$ cat src/rtl/lpc_sd_pkg.sv
package lpc_sd_pkg;

  // Register byte offsets.
  localparam logic [7:0] ADDR_CTRL   = 8'h00;
  localparam logic [7:0] ADDR_CONFIG = 8'h04;
  localparam logic [7:0] ADDR_STATUS = 8'h08;
  localparam logic [7:0] ADDR_HIRQ   = 8'h0c;
  localparam logic [7:0] ADDR_HSHAKE = 8'h10;

  // Control register fields.
  localparam int CTRL_SWSD    = 0;
  localparam int CTRL_SDEN    = 1;
  localparam int CTRL_SWRST   = 2;
  localparam int CTRL_ERROR_IRQ_ENABLE   = 3;
  localparam int CTRL_CLRMODE = 4;

  // Configuration register fields.
  localparam int CFG_CHEN     = 0;
  localparam int CFG_WAKE_SEL = 4;
  localparam int CFG_SMI_SEL  = 5;
  localparam int CFG_SCI_SEL  = 6;
  localparam int CFG_A20_SEL  = 7;
  localparam int CFG_CLOCK_REQUEST_FLAG   = 8;

  // Status write-one-to-clear fields and handshake fields.
  localparam int STAT_SDFLAG = 0;
  localparam int STAT_ABORT  = 5;
  localparam int HS_OBF      = 0;
  localparam int HS_IBF      = 4;

  // Values after reset.
  localparam logic [8:0]  CFG_RST   = 9'h000;
  localparam logic [17:0] HIRQ_RST  = 18'h00000;
  localparam logic        A20_RST   = 1'b1;
  localparam logic        QUIET_RST = 1'b0;

  // Frames each source may drive; bit n stands for frame n.
  localparam logic [17:0] MASK_CH1  = 18'h02004;
  localparam logic [17:0] MASK_CH23 = 18'h01c88;
  localparam logic [17:0] MASK_CH4  = 18'h1fffc;
  localparam logic [17:0] MASK_FIFO = 18'h1fffc;

  // Serialized interrupt cycle shape.
  localparam logic [4:0] LAST_FRAME  = 5'd17;
  localparam logic [2:0] STOP_QUIET  = 3'd2;
  localparam logic [1:0] PH_TURN     = 2'd2;

  // Link clock counted as stopped after this long without an edge.
  localparam int CLK_NS        = 4;
  localparam int LCLK_STOP_NS  = 200;
  localparam logic [7:0] LCLK_STOP_CYC = 8'((LCLK_STOP_NS + CLK_NS - 1) / CLK_NS);

  typedef enum logic [2:0] {
    ST_IDLE  = 3'b000,
    ST_SLAVE = 3'b001,
    ST_START = 3'b010,
    ST_FRAME = 3'b011,
    ST_STOP  = 3'b100
  } serirq_state_type;

endpackage : lpc_sd_pkg

$ cat src/rtl/pin_sync_if.sv
`timescale 1ns/1ns
interface pin_sync_if;
  logic lreset_n;
  logic lpcpd_n;
  logic lclk;
  logic serirq;
  logic lframe_n;

  modport producer (output lreset_n, lpcpd_n, lclk, serirq, lframe_n);
  modport consumer (input lreset_n, lpcpd_n, lclk, serirq, lframe_n);
endinterface : pin_sync_if

$ cat src/rtl/lpc_pin_edges.sv
`timescale 1ns/1ns
module lpc_pin_edges
  import lpc_sd_pkg::*;
(
  // Clock and reset
  input  wire logic    clk_sys,
  input  wire logic    reset,
  // Synchronised pins
  pin_sync_if.consumer pins,
  // Edge pulses
  output logic         lclk_rise,
  output logic         lclk_fall,
  output logic         lpcpd_rise,
  output logic         lpcpd_fall
);

  logic lclk_q;
  logic lpcpd_q;

  // Previous levels; power-down resets high so no false rise appears.
  always_ff @(posedge clk_sys)
  begin
    if (reset)
    begin
      lclk_q  <= 1'b0;
      lpcpd_q <= 1'b1;
    end
    else
    begin
      lclk_q  <= pins.lclk;
      lpcpd_q <= pins.lpcpd_n;
    end
  end

  // Edges compare the synchronised level with its previous value.
  assign lclk_rise  = pins.lclk & ~lclk_q;
  assign lclk_fall  = ~pins.lclk & lclk_q;
  assign lpcpd_rise = pins.lpcpd_n & ~lpcpd_q;
  assign lpcpd_fall = ~pins.lpcpd_n & lpcpd_q;

endmodule : lpc_pin_edges

$ cat src/rtl/lpc_pin_sync.sv
`timescale 1ns/1ns
module lpc_pin_sync
  import lpc_sd_pkg::*;
(
  // Clock
  input  wire logic       clk_sys,
  // Raw pins from the host side
  input  wire logic [4:0] raw,
  // Synchronised levels
  pin_sync_if.producer    pins
);

  logic [4:0] meta_q;
  logic [4:0] sync_q;

  // Two flops per pin; only the second stage is ever read.
  always_ff @(posedge clk_sys)
  begin
    meta_q <= raw;
    sync_q <= meta_q;
  end

  assign pins.lreset_n = sync_q[0];
  assign pins.lpcpd_n  = sync_q[1];
  assign pins.lclk     = sync_q[2];
  assign pins.serirq   = sync_q[3];
  assign pins.lframe_n = sync_q[4];

endmodule : lpc_pin_sync

$ cat src/rtl/lpc_shutdown_reset_serirq.sv
`timescale 1ns/1ns
module lpc_shutdown_reset_serirq
  import lpc_sd_pkg::*;
(
  // Clock and reset
  input  wire logic        clk_sys,
  input  wire logic        reset,
  // Register port
  input  wire logic [7:0]  reg_addr,
  input  wire logic [31:0] reg_wdata,
  input  wire logic        reg_wr,
  input  wire logic        reg_rd,
  output logic      [31:0] reg_rdata,
  // Host-side pins, asynchronous
  input  wire logic        lpc_reset_n,
  input  wire logic        power_down_n,
  input  wire logic        lclk,
  input  wire logic        serirq_i,
  input  wire logic        lframe_n_i,
  // Serialized interrupt and clock-run pins
  output logic             serirq_o,
  output logic             serirq_oe_n,
  output logic             clkrun_o,
  output logic             clkrun_oe_n,
  // Address-data pins and cycle engine
  input  wire logic [3:0]  engine_lad_o,
  input  wire logic        engine_lad_drive,
  output logic      [3:0]  lad_o,
  output logic             lad_oe_n,
  output logic             lframe_n_seen,
  output logic             engine_reset,
  // Transfer engine events
  input  wire logic        xfer_start,
  input  wire logic        xfer_done,
  input  wire logic        xfer_abort,
  // Channel handshake events
  input  wire logic [3:0]  hs_ibf_set,
  input  wire logic [3:0]  hs_cmd,
  input  wire logic [3:0]  hs_obf_clear,
  input  wire logic        a20_write,
  input  wire logic        a20_value,
  // Serial unit interrupt requests, one per frame
  input  wire logic [17:0] fifo_irq_req,
  // Sideband pins: wake, smi, sci, gate a20
  input  wire logic [2:0]  side_func_o,
  input  wire logic [3:0]  side_port_o,
  input  wire logic [3:0]  side_port_oe_n,
  output logic      [3:0]  side_o,
  output logic      [3:0]  side_oe_n,
  // Processor interrupt
  output logic             error_interrupt
);

  localparam logic [3:0][17:0] CH_MASK = {MASK_CH4, MASK_CH23, MASK_CH23, MASK_CH1};

  pin_sync_if pins ();

  logic lclk_rise;
  logic lclk_fall;
  logic lpcpd_rise;
  logic lpcpd_fall;

  lpc_pin_sync u_sync (
    .clk_sys (clk_sys),
    .raw     ({lframe_n_i, serirq_i, lclk, power_down_n, lpc_reset_n}),
    .pins    (pins)
  );

  lpc_pin_edges u_edges (
    .clk_sys    (clk_sys),
    .reset      (reset),
    .pins       (pins),
    .lclk_rise  (lclk_rise),
    .lclk_fall  (lclk_fall),
    .lpcpd_rise (lpcpd_rise),
    .lpcpd_fall (lpcpd_fall)
  );

  // Registers.
  logic             swsd_q, swsd_d;
  logic             sden_q, sden_d;
  logic             swrst_q, swrst_d;
  logic             error_irq_enable_q;
  logic [2:0]       clrmode_q;
  logic [8:0]       cfg_q;
  logic [17:0]      hirq_q, hirq_d;
  logic             quiet_q;
  logic [3:0]       obf_q;
  logic [3:0]       ibf_q;
  logic [3:0]       cd_q;
  logic             a20_q;
  logic             hwsd_q, hwsd_d;
  logic             insd_q;
  logic             sdflag_q;
  logic             busy_q;
  logic             abort_q;
  logic             clock_request_flag_q;
  logic [7:0]       idle_cnt_q;
  logic             smp_q;
  serirq_state_type st_q, st_d;
  logic [4:0]       frame_q, frame_d;
  logic [1:0]       phase_q, phase_d;
  logic [2:0]       lows_q, lows_d;
  logic             drove_q, drove_d;
  logic             ser_o_d, ser_oe_n_d;
  logic             quiet_d;

  // Decode.
  wire wr_ctrl   = reg_wr & (reg_addr == ADDR_CTRL);
  wire wr_cfg    = reg_wr & (reg_addr == ADDR_CONFIG);
  wire wr_stat   = reg_wr & (reg_addr == ADDR_STATUS);
  wire wr_hirq   = reg_wr & (reg_addr == ADDR_HIRQ);
  wire wr_hs     = reg_wr & (reg_addr == ADDR_HSHAKE);

  // Reset and shutdown priority; a link reset masks both shutdowns.
  wire hw_lrst   = ~pins.lreset_n;
  wire lpc_reset = hw_lrst | swrst_q;
  wire lpc_init  = reset | lpc_reset;
  wire hw_sd     = (hwsd_q | (lpcpd_fall & sden_q)) & ~lpc_reset;
  wire in_sd     = (hw_sd | swsd_q) & ~lpc_reset;
  wire seq_init  = lpc_reset | in_sd;
  wire active    = ~seq_init;
  wire sd_entry  = in_sd & ~insd_q;

  logic [17:0] allowed;
  always_comb
  begin
    allowed = 18'h00000;
    for (int c = 0; c < 4; c++)
      if (cfg_q[CFG_CHEN + c])
        allowed = allowed | CH_MASK[c];
  end
  wire [17:0] frame_req = (hirq_q & allowed) | (fifo_irq_req & MASK_FIFO);
  wire        pending   = |frame_req;

  // Control bit next values.
  always_comb
  begin
    sden_d  = wr_ctrl ? reg_wdata[CTRL_SDEN] : sden_q;
    swrst_d = wr_ctrl ? reg_wdata[CTRL_SWRST] : swrst_q;
    swsd_d  = wr_ctrl ? reg_wdata[CTRL_SWSD] : swsd_q;
    if (lpcpd_rise)
      sden_d = 1'b0;
    if (hw_sd)
      swsd_d = 1'b0;
    if (lpc_reset)
    begin
      sden_d = 1'b0;
      swsd_d = 1'b0;
    end
    if (hw_lrst)
      swrst_d = 1'b0;
    hwsd_d = hw_sd & ~lpcpd_rise;
  end

  always_ff @(posedge clk_sys)
  begin
    if (reset)
    begin
      swsd_q  <= 1'b0;
      sden_q  <= 1'b0;
      swrst_q <= 1'b0;
      hwsd_q  <= 1'b0;
      insd_q  <= 1'b0;
    end
    else
    begin
      swsd_q  <= swsd_d;
      sden_q  <= sden_d;
      swrst_q <= swrst_d;
      hwsd_q  <= hwsd_d;
      insd_q  <= in_sd;
    end
  end

  always_ff @(posedge clk_sys)
  begin
    if (reset)
    begin
      cfg_q   <= CFG_RST;
      error_irq_enable_q <= 1'b0;
    end
    else
    begin
      if (wr_cfg)
        cfg_q <= reg_wdata[8:0];
      if (wr_ctrl)
        error_irq_enable_q <= reg_wdata[CTRL_ERROR_IRQ_ENABLE];
    end
  end

  always_ff @(posedge clk_sys)
  begin
    if (lpc_init)
      sdflag_q <= 1'b0;
    else if (sd_entry)
      sdflag_q <= 1'b1;
    else if (wr_stat & reg_wdata[STAT_SDFLAG])
      sdflag_q <= 1'b0;
  end

  // Host enable bits lose their frames when a channel's output is read; for channels 2 to 4 only while that channel's clrmode bit is clear.
  always_comb
  begin
    hirq_d = wr_hirq ? reg_wdata[17:0] : hirq_q;
    for (int c = 0; c < 4; c++)
      if (hs_obf_clear[c] & ((c == 0) || !clrmode_q[(c > 0) ? c - 1 : 0]))
        hirq_d = hirq_d & ~CH_MASK[c];
  end

  always_ff @(posedge clk_sys)
  begin
    if (lpc_init)
    begin
      hirq_q    <= HIRQ_RST;
      clrmode_q <= 3'h0;
      quiet_q   <= QUIET_RST;
    end
    else
    begin
      hirq_q  <= hirq_d;
      quiet_q <= quiet_d;
      if (wr_ctrl)
        clrmode_q <= reg_wdata[CTRL_CLRMODE +: 3];
    end
  end

  always_ff @(posedge clk_sys)
  begin
    if (lpc_init)
    begin
      obf_q <= 4'h0;
      ibf_q <= 4'h0;
      cd_q  <= 4'h0;
      a20_q <= A20_RST;
    end
    else
    begin
      // Host reads clear output flags; a software set in that cycle wins.
      obf_q <= (obf_q & ~hs_obf_clear) | (wr_hs ? reg_wdata[HS_OBF +: 4] : 4'h0);
      ibf_q <= (ibf_q & ~(wr_hs ? reg_wdata[HS_IBF +: 4] : 4'h0)) | hs_ibf_set;
      cd_q  <= (cd_q & ~hs_ibf_set) | (hs_cmd & hs_ibf_set);
      if (a20_write & cfg_q[CFG_A20_SEL])
        a20_q <= a20_value;
    end
  end

  always_ff @(posedge clk_sys)
  begin
    if (reset | seq_init)
    begin
      busy_q   <= 1'b0;
      abort_q  <= 1'b0;
      clock_request_flag_q <= 1'b0;
    end
    else
    begin
      busy_q  <= xfer_start | (busy_q & ~xfer_done);
      abort_q <= xfer_abort | (abort_q & ~(wr_stat & reg_wdata[STAT_ABORT]));
      if (quiet_q & pending & (st_q == ST_IDLE) & cfg_q[CFG_CLOCK_REQUEST_FLAG]
          & (idle_cnt_q == LCLK_STOP_CYC))
        clock_request_flag_q <= 1'b1;
      else if (lclk_rise | lclk_fall)
        clock_request_flag_q <= 1'b0;
    end
  end

  // Time since the last link clock edge; the clock may stop in quiet mode.
  always_ff @(posedge clk_sys)
  begin
    if (reset | lclk_rise | lclk_fall)
      idle_cnt_q <= 8'h00;
    else if (idle_cnt_q != LCLK_STOP_CYC)
      idle_cnt_q <= idle_cnt_q + 8'h01;
  end

  // Line sampled mid-state, so host drive changes at the edge are never raced.
  always_ff @(posedge clk_sys)
  begin
    if (reset)
      smp_q <= 1'b1;
    else if (lclk_fall)
      smp_q <= pins.serirq;
  end

  always_comb
  begin
    st_d       = st_q;
    frame_d    = frame_q;
    phase_d    = phase_q;
    lows_d     = lows_q;
    drove_d    = drove_q;
    ser_o_d    = serirq_o;
    ser_oe_n_d = serirq_oe_n;
    quiet_d    = quiet_q;
    if (lclk_rise)
    begin
      case (st_q)
        ST_IDLE:
        begin
          lows_d = 3'd1;
          if (!smp_q)
            st_d = ST_START;
          else if (quiet_q & pending)
          begin
            st_d       = ST_SLAVE;
            ser_o_d    = 1'b0;
            ser_oe_n_d = 1'b0;
          end
        end
        ST_SLAVE:
        begin
          // Host takes over the remaining start states.
          ser_oe_n_d = 1'b1;
          st_d       = ST_START;
        end
        ST_START:
        begin
          if (!smp_q)
            lows_d = (lows_q == 3'd7) ? lows_q : lows_q + 3'd1;
          else
          begin
            // Host recovery seen; turnaround of the start frame follows.
            st_d    = ST_FRAME;
            frame_d = 5'd0;
            phase_d = PH_TURN;
          end
        end
        ST_FRAME:
        begin
          if (phase_q == PH_TURN)
          begin
            if (frame_q == LAST_FRAME)
            begin
              st_d   = ST_STOP;
              lows_d = 3'd0;
            end
            else
            begin
              frame_d = frame_q + 5'd1;
              phase_d = 2'd0;
              if (frame_req[frame_q + 5'd1])
              begin
                ser_o_d    = 1'b0;
                ser_oe_n_d = 1'b0;
                drove_d    = 1'b1;
              end
            end
          end
          else if (phase_q == 2'd0)
          begin
            phase_d = 2'd1;
            ser_o_d = 1'b1;
          end
          else
          begin
            phase_d = PH_TURN;
            ser_oe_n_d = 1'b1;
            drove_d    = 1'b0;
          end
        end
        ST_STOP:
        begin
          if (!smp_q)
            lows_d = (lows_q == 3'd7) ? lows_q : lows_q + 3'd1;
          else if (lows_q != 3'd0)
          begin
            quiet_d = (lows_q == STOP_QUIET);
            st_d    = ST_IDLE;
          end
        end
        default:
          st_d = ST_IDLE;
      endcase
    end
    if (seq_init)
    begin
      st_d       = ST_IDLE;
      ser_oe_n_d = 1'b1;
      drove_d    = 1'b0;
    end
  end

  always_ff @(posedge clk_sys)
  begin
    if (reset)
    begin
      st_q        <= ST_IDLE;
      frame_q     <= 5'd0;
      phase_q     <= 2'd0;
      lows_q      <= 3'd0;
      drove_q     <= 1'b0;
      serirq_o    <= 1'b1;
      serirq_oe_n <= 1'b1;
    end
    else
    begin
      st_q        <= st_d;
      frame_q     <= frame_d;
      phase_q     <= phase_d;
      lows_q      <= lows_d;
      drove_q     <= drove_d;
      serirq_o    <= ser_o_d;
      serirq_oe_n <= ser_oe_n_d;
    end
  end

  always_ff @(posedge clk_sys)
  begin
    if (reset)
    begin
      lad_o         <= 4'h0;
      lad_oe_n      <= 1'b1;
      lframe_n_seen <= 1'b1;
      engine_reset  <= 1'b1;
      clkrun_o      <= 1'b0;
      clkrun_oe_n   <= 1'b1;
    end
    else
    begin
      lad_o         <= engine_lad_o;
      lad_oe_n      <= ~(engine_lad_drive & active);
      lframe_n_seen <= pins.lframe_n | seq_init;
      engine_reset  <= seq_init;
      clkrun_o      <= 1'b0;
      clkrun_oe_n   <= ~clock_request_flag_q | seq_init;
    end
  end

  wire [3:0] sb_sel  = {cfg_q[CFG_A20_SEL], cfg_q[CFG_SCI_SEL], cfg_q[CFG_SMI_SEL],
                        cfg_q[CFG_WAKE_SEL]};
  wire [3:0] sb_func = {a20_q, side_func_o};
  for (genvar i = 0; i < 4; i++)
  begin : g_side
    always_ff @(posedge clk_sys)
    begin
      if (reset)
      begin
        side_o[i]    <= 1'b0;
        side_oe_n[i] <= 1'b1;
      end
      else
      begin
        side_o[i]    <= sb_sel[i] ? sb_func[i] : side_port_o[i];
        side_oe_n[i] <= sb_sel[i] ? in_sd : side_port_oe_n[i];
      end
    end
  end

  always_ff @(posedge clk_sys)
  begin
    if (reset)
      error_interrupt <= 1'b0;
    else
      error_interrupt <= error_irq_enable_q & (sdflag_q | abort_q);
  end

  // Read data; unmapped offsets return zero.
  wire [31:0] rd_ctrl = {25'h0, clrmode_q, error_irq_enable_q, swrst_q, sden_q, swsd_q};
  wire [31:0] rd_stat = {22'h0, a20_q, quiet_q, (st_q != ST_IDLE), clock_request_flag_q, abort_q,
                         busy_q, lpc_reset, swsd_q & in_sd, hw_sd, sdflag_q};
  wire [31:0] rd_hs   = {20'h0, cd_q, ibf_q, obf_q};
  wire [31:0] rd_mux  = (reg_addr == ADDR_CTRL)   ? rd_ctrl :
                        (reg_addr == ADDR_CONFIG) ? {23'h0, cfg_q} :
                        (reg_addr == ADDR_STATUS) ? rd_stat :
                        (reg_addr == ADDR_HIRQ)   ? {14'h0, hirq_q} :
                        (reg_addr == ADDR_HSHAKE) ? rd_hs : 32'h0;

  // Read data stand for exactly the cycle after the strobe.
  always_ff @(posedge clk_sys)
  begin
    if (reset)
      reg_rdata <= 32'h0;
    else
      reg_rdata <= reg_rd ? rd_mux : 32'h0;
  end

endmodule : lpc_shutdown_reset_serirq

$ cat config.mk
export PLATFORM = sky130hd
export DESIGN_NAME = lpc_shutdown_reset_serirq
export DESIGN_NICKNAME = d
export VERILOG_FILES = /design/src/rtl/lpc_sd_pkg.sv /design/src/rtl/pin_sync_if.sv /design/src/rtl/lpc_pin_edges.sv /design/src/rtl/lpc_pin_sync.sv /design/src/rtl/lpc_shutdown_reset_serirq.sv
export SDC_FILE = /design/constraint.sdc
export NUM_CORES = 1
export LEC_CHECK = 0
export BUFFER_PORTS_ARGS = -buffer_cell sky130_fd_sc_hd__buf_2
export CORE_MARGIN = 2
export CORE_UTILIZATION = 50
export DETAILED_ROUTE_END_ITERATION = 16
export PLACE_DENSITY = 0.78
export SLEW_MARGIN = 20
export SYNTH_ARGS = -nofsm -noshare
export SYNTH_HDL_FRONTEND = slang
export SYNTH_SLANG_ARGS = --single-unit
$ cat constraint.sdc
create_clock -name clk_sys -period 2.5 [get_ports clk_sys]
set_clock_uncertainty 0.1 [all_clocks]
set_input_delay 0.125 -clock clk_sys [delete_from_list [all_inputs] [get_ports clk_sys]]
set_output_delay 0.125 -clock clk_sys [all_outputs]
set_load 0.01 [all_outputs]
# Yosys cells after proc, flatten, opt, wreduce, memory -nomap -nowiden
# Cells that the tools add are included.
[word_totals]
reg_bits = 139
input_bits = 100
output_inout_bits = 52
word_cells = 246
[classes]
addsub = 3
order_cmp = 1
n_eq_ne = 29
muxes = 59
bitwise = 69
n_reduce_logical = 34
[op_table]
columns = ["operator", "n"]
rows = [
  ["$mux 18", 2],
  ["$mux 3", 11],
  ["$and 1x1->1", 29],
  ["$mux 14", 2],
  ["$mux 13", 2],
  ["$mux 1", 21],
  ["$reduce_and 7->1", 3],
  ["$ne 2x2->1 const B", 10],
  ["$and 18x18->18", 1],
  ["$or 18x17->18", 1],
  ["$reduce_or 18->1", 1],
  ["$mux 17", 1],
  ["$and 4x4->4", 4],
  ["$eq 8x4->1 const B", 2],
  ["$mux 5", 3],
  ["$ne 3x3->1 const B", 5],
  ["$pmux 3 s5", 1],
  ["$not 1->1", 14],
  ["$or 1x1->1", 14],
  ["$mux 12", 1],
  ["$not 4->4", 3],
  ["$or 4x4->4", 3],
  ["$reduce_bool 3->1", 4],
  ["$mux 10", 1],
  ["other kinds (36)", 56],
]

# Depth between registers and ports, before layout
[logic_depth]
ltp_word = 12
depth_mapped = 8
ltp_nobuf = 8

# Hierarchy
# Synthesis repeated with hierarchy kept, for this count alone.
[hier_totals]
cells_unflattened = 641
hier_area_um2 = 5569.1
[by_module_without_submodules]
columns = ["module", "n_inst", "cells_each", "area_per_inst_um2"]
rows = [
  ["lpc_shutdown_reset_serirq", 1, 623, 5291.3],
  ["lpc_pin_sync", 1, 10, 200.2],
  ["lpc_pin_edges", 1, 8, 77.6],
]

# Least setup slack after synthesis
# Ideal clock, no wire load.
[synth_path]
path_type = "register to register"
startpoint = "reg frame_q[0]"
endpoint = "reg st_q[0]"
setup_ns = 0.072
arrival_time_ns = 1.839
required_ns = 2.328
path_slack_ns = 0.489
stages_incl_launch_ff = 8
path_buffers = 0
cell_sequence = "dfxtp_1 > ha_1 > and4bb_2 > nand2b_1 > a21boi_2 > o221ai_2 > or4_1 > a21oi_1"
[synth_via]
elab_chain_len = 3
[synth_lines]
columns = ["item", "line", "source"]
rows = [
  ["start, declared", "lpc_shutdown_reset_serirq.sv:101", "logic [4:0] frame_q, frame_d;"],
  ["start signal, assigned", "lpc_shutdown_reset_serirq.sv:399", "frame_q <= frame_d;"],
  ["$eq 5x5->1", "lpc_shutdown_reset_serirq.sv:333", "if (frame_q == LAST_FRAME)"],
  ["$ne 2x2->1 (no line)", "n/a", ""],
  ["$reduce_and 7->1 (no line)", "n/a", ""],
  ["end signal, assigned", "lpc_shutdown_reset_serirq.sv:398", "st_q <= st_d;"],
  ["end, declared", "lpc_shutdown_reset_serirq.sv:100", "serirq_state_type st_q, st_d;"],
]
# No other way between the ends.
# A chain may end at the register's enable or synchronous reset.

# Final worst setup path
[layout_path]
startpoint = "reg u_sync.sync_q[0]"
endpoint = "reg hirq_q[13]"
[layout_via]
elab_chain_len = 4
[layout_lines]
columns = ["item", "line", "source"]
rows = [
  ["start, declared", "lpc_pin_sync.sv:14", "logic [4:0] sync_q;"],
  ["start signal, assigned", "lpc_pin_sync.sv:20", "sync_q <= meta_q;"],
  ["$not 1->1 (no line)", "n/a", ""],
  ["$or 1x1->1", "lpc_shutdown_reset_serirq.sv:117", "wire lpc_reset = hw_lrst | swrst_q;"],
  ["$or 1x1->1", "lpc_shutdown_reset_serirq.sv:118", "wire lpc_init = reset | lpc_reset;"],
  ["$reduce_or 2->1 (no line)", "n/a", ""],
  ["end signal, assigned", "lpc_shutdown_reset_serirq.sv:221", "hirq_q <= hirq_d;"],
  ["end, declared", "lpc_shutdown_reset_serirq.sv:86", "logic [17:0] hirq_q, hirq_d;"],
]
# No other way between the ends.

==> impl_metrics.toml <==
[detailed_routing]
dr.pass1.iters = 8
route.vias.total = 5650
first_iter_violations = 465
ant_nets = 0
routedWlPerCell_um = 17.8
drc = 0
wl_um = 17100
via_per_inst = 5.89

[min_path]
hp-class = "in2reg"

[timing]
min_period_over_period_pct = 93.8
rsz0062_at_grt = "false"
setup_violations = 0
relSlewSlack_pct = 54.5
fin_crit_ps = 2350
fmax_mhz = 426
slew_violations = 0
hold_ws_ps = 88.9
worstMarginPinSlew_ps = 680
tns_ps = 0
hold_violations = 0

[grt]
antenna_found_initial = 0
grt_max_degree = 41
grtUsageTotal_pct = 29.8
grt-ovfl-total = 0
grt_pass1_wl_um = 26700
grt_pass1_vias = 5497

[setup_path]
critPathTopFamily = "simple AND/OR/NAND/NOR gates"
crit_path_top_delay_cell = "dlygate4sd3_1"
start_kind = "flop"
critPathKind = "reg2reg"
arrival_ps = 2720
critical_path.max_stage_delay_ps = 560
cp.required_ps = 2880
timing.critical_path.buf_inv = 1
cp_cell_sequence = "nor2b_1 -> nand2b_1 -> a21o_1 -> nor3_1 -> dlygate4sd3_1"
worst_setup_path_end_kind = "flop"
cp_max_fo = 11

[yosys]
ys_seq_area_share_pct = 46.5
yosysWarnings = 0
yosys.area_share.adder_pct = 2.32
synthSimpleGateAreaFrac_pct = 23.1
synth_compound_area_share_pct = 17.8
synthArstFlopShare_pct = 0
netlist_instances = 622
synth_top_family_by_area = "simple AND/OR/NAND/NOR gates"
synth_mux_area_share_pct = 2.42
synth-xor-area-share_pct = 1.79
synth-main-ff-cell = "dfxtp_1"
postSynthAreaPerCell_um2 = 8.66
synth.cell_area_mm2 = 0.00538
synth_enable_flop_cells = 0
synth-seq-cells = 125
synth_cell_types = 62

[placement]
place_hpwl_um = 10200
globalplace.congestion = 0.937
placedCellCount = 852
numPortBuffers = 119

[floorplanning]
pin_count = 152
die_y_um = 108
core_area_mm2 = 0.0104
num_rows = 37
dieArea_mm2 = 0.0116
die_w_um = 108
start_util_pct = 51.9

[cts]
cts_tree = "yes"
path_clk_slew_ps = 60
cts_buffer_depth = 2
h-tree-depth = 4
numCtsBuffers = 17
cts_resized = 0
cts-root-buf = "clkbuf_8"
clk_latency_ps = 540
clock_sinks = 125

[finish]
seq_area_mm2 = 0.00250
diodes = 0
final_util_pct = 71.2
final_cell_mix = "dfxtp_1, buf_2, dlygate4sd3_1, a21oi_1, nor2_1"
multiInputGateArea_mm2 = 0.00261
fin_nets = 920
area_growth_syn_to_layout_pct = 37.1
finalNonFillerCells = 959
fillCellCount = 761
drive_gt1_share_pct = 21.9
final_common_cell = "dfxtp_1"

[status]
status = "complete, no violations"

[pwr]
ir_worst_vdd_v = 0.000489
p_leak_nw = 3.02
p_per_area_mw_per_mm2 = 667

[flow_run]
maxCapViolCount = 0
==> flip-flops by register name (all words and copies together) (netlist names), 2 cells and up, named ones only <==
name           count
cfg_q              9
idle_cnt_q         8
phase_q            2
ibf_q              4
side_o             4
clrmode_q          3
reg_rdata         18
side_oe_n          4
hirq_q            18
obf_q              4
frame_q            5
lows_q             3
st_q               3
lad_o              4
u_sync.sync_q      5
u_sync.meta_q      5
==> power breakdown <==
part | internal (W) | total, W | switching [W]
clock | 0.00154 | 0.00253 | 0.000988
combinational | 0.000174 | 0.000345 | 0.000172
sequential | 0.00203 | 0.00205 | 0.0000203
total | 0.00374 | 0.00492 | 0.00118
==> tightest hold or removal path, cell delays in order <==
cell and delay (ps):
buf_2 100, and3b_1 320, a21o_1 160
==> stage by stage <==
step                cell area (um^2)  power (W)  setup slack [ps]
floorplan                       5440    0.00222               489
global placement                6030    0.00233               443
detailed placement              6030    0.00233               366
CTS                             7380    0.00490               270
global route                    7380    0.00504              67.0
finish                          7380    0.00492               154
==> cell families after synthesis <==
logic type | after synthesis
compound gates | 148
xor+xnor | 11
fa+ha+maj | 10
buf+inv | 67
flops | 125
mux | 13
other cells | 1
simple gates | 247
==> worst paths after layout <==
kind                    start               end  slack, ps  depth (start not counted)
max          u_sync.sync_q[0]        hirq_q[13]        150                          5
min                    reg_rd      reg_rdata[4]         90                          3
max reg2reg  u_sync.sync_q[0]        hirq_q[13]        150                          5
min reg2reg  u_sync.meta_q[4]  u_sync.sync_q[4]        230                          0
==> cell usage after synthesis (5+ instances only) <==
| master | n | area [um^2] |
|---|---|---|
| and3_1 | 12 | 75.1 |
| xnor2_1 | 6 | 52.6 |
| nor3_1 | 11 | 55.1 |
| a22oi_1 | 19 | 143 |
| xor2_1 | 5 | 43.8 |
| or2_2 | 9 | 56.3 |
| nand3_1 | 44 | 220 |
| a21oi_1 | 68 | 340 |
| mux2i_1 | 13 | 130 |
| o21ai_0 | 10 | 50.1 |
| a211oi_1 | 8 | 60.1 |
| nor4_1 | 7 | 43.8 |
| dfxtp_1 | 125 | 2500 |
| nand2b_1 | 7 | 43.8 |
| inv_1 | 15 | 56.3 |
| nand2_1 | 55 | 206 |
| nor2b_1 | 12 | 75.1 |
| ha_1 | 10 | 125 |
| a21o_1 | 6 | 45.0 |
| nor2_1 | 57 | 214 |
| clkbuf_1 | 30 | 113 |
| or4_1 | 5 | 37.5 |
| buf_4 | 15 | 113 |
==> layer usage <==
metal	routed length [um]	up-vias	GRT usage (%)
li1	-	2560	-
met1	6380	2691	33.4
met2	8700	326	52.1
met3	1230	73	7.14
met4	800	0	15.4
met5	0	-	0
==> cell type report <==
cell class	count	area share [%]
well taps	136	2.31
clock inverters	14	2.44
flip-flops and latches	125	33.9
clock buffers	18	5.66
inverters	16	0.814
multi-input cells	444	35.4
repair buffers	206	19.5
==> repair_timing <==
action,in CTS,in global routing
setup buffers,0,0
endpoints found under the hold margin,68,0
hold buffers,75,0
No activity file was read; power rests on OpenSTA's default activity.
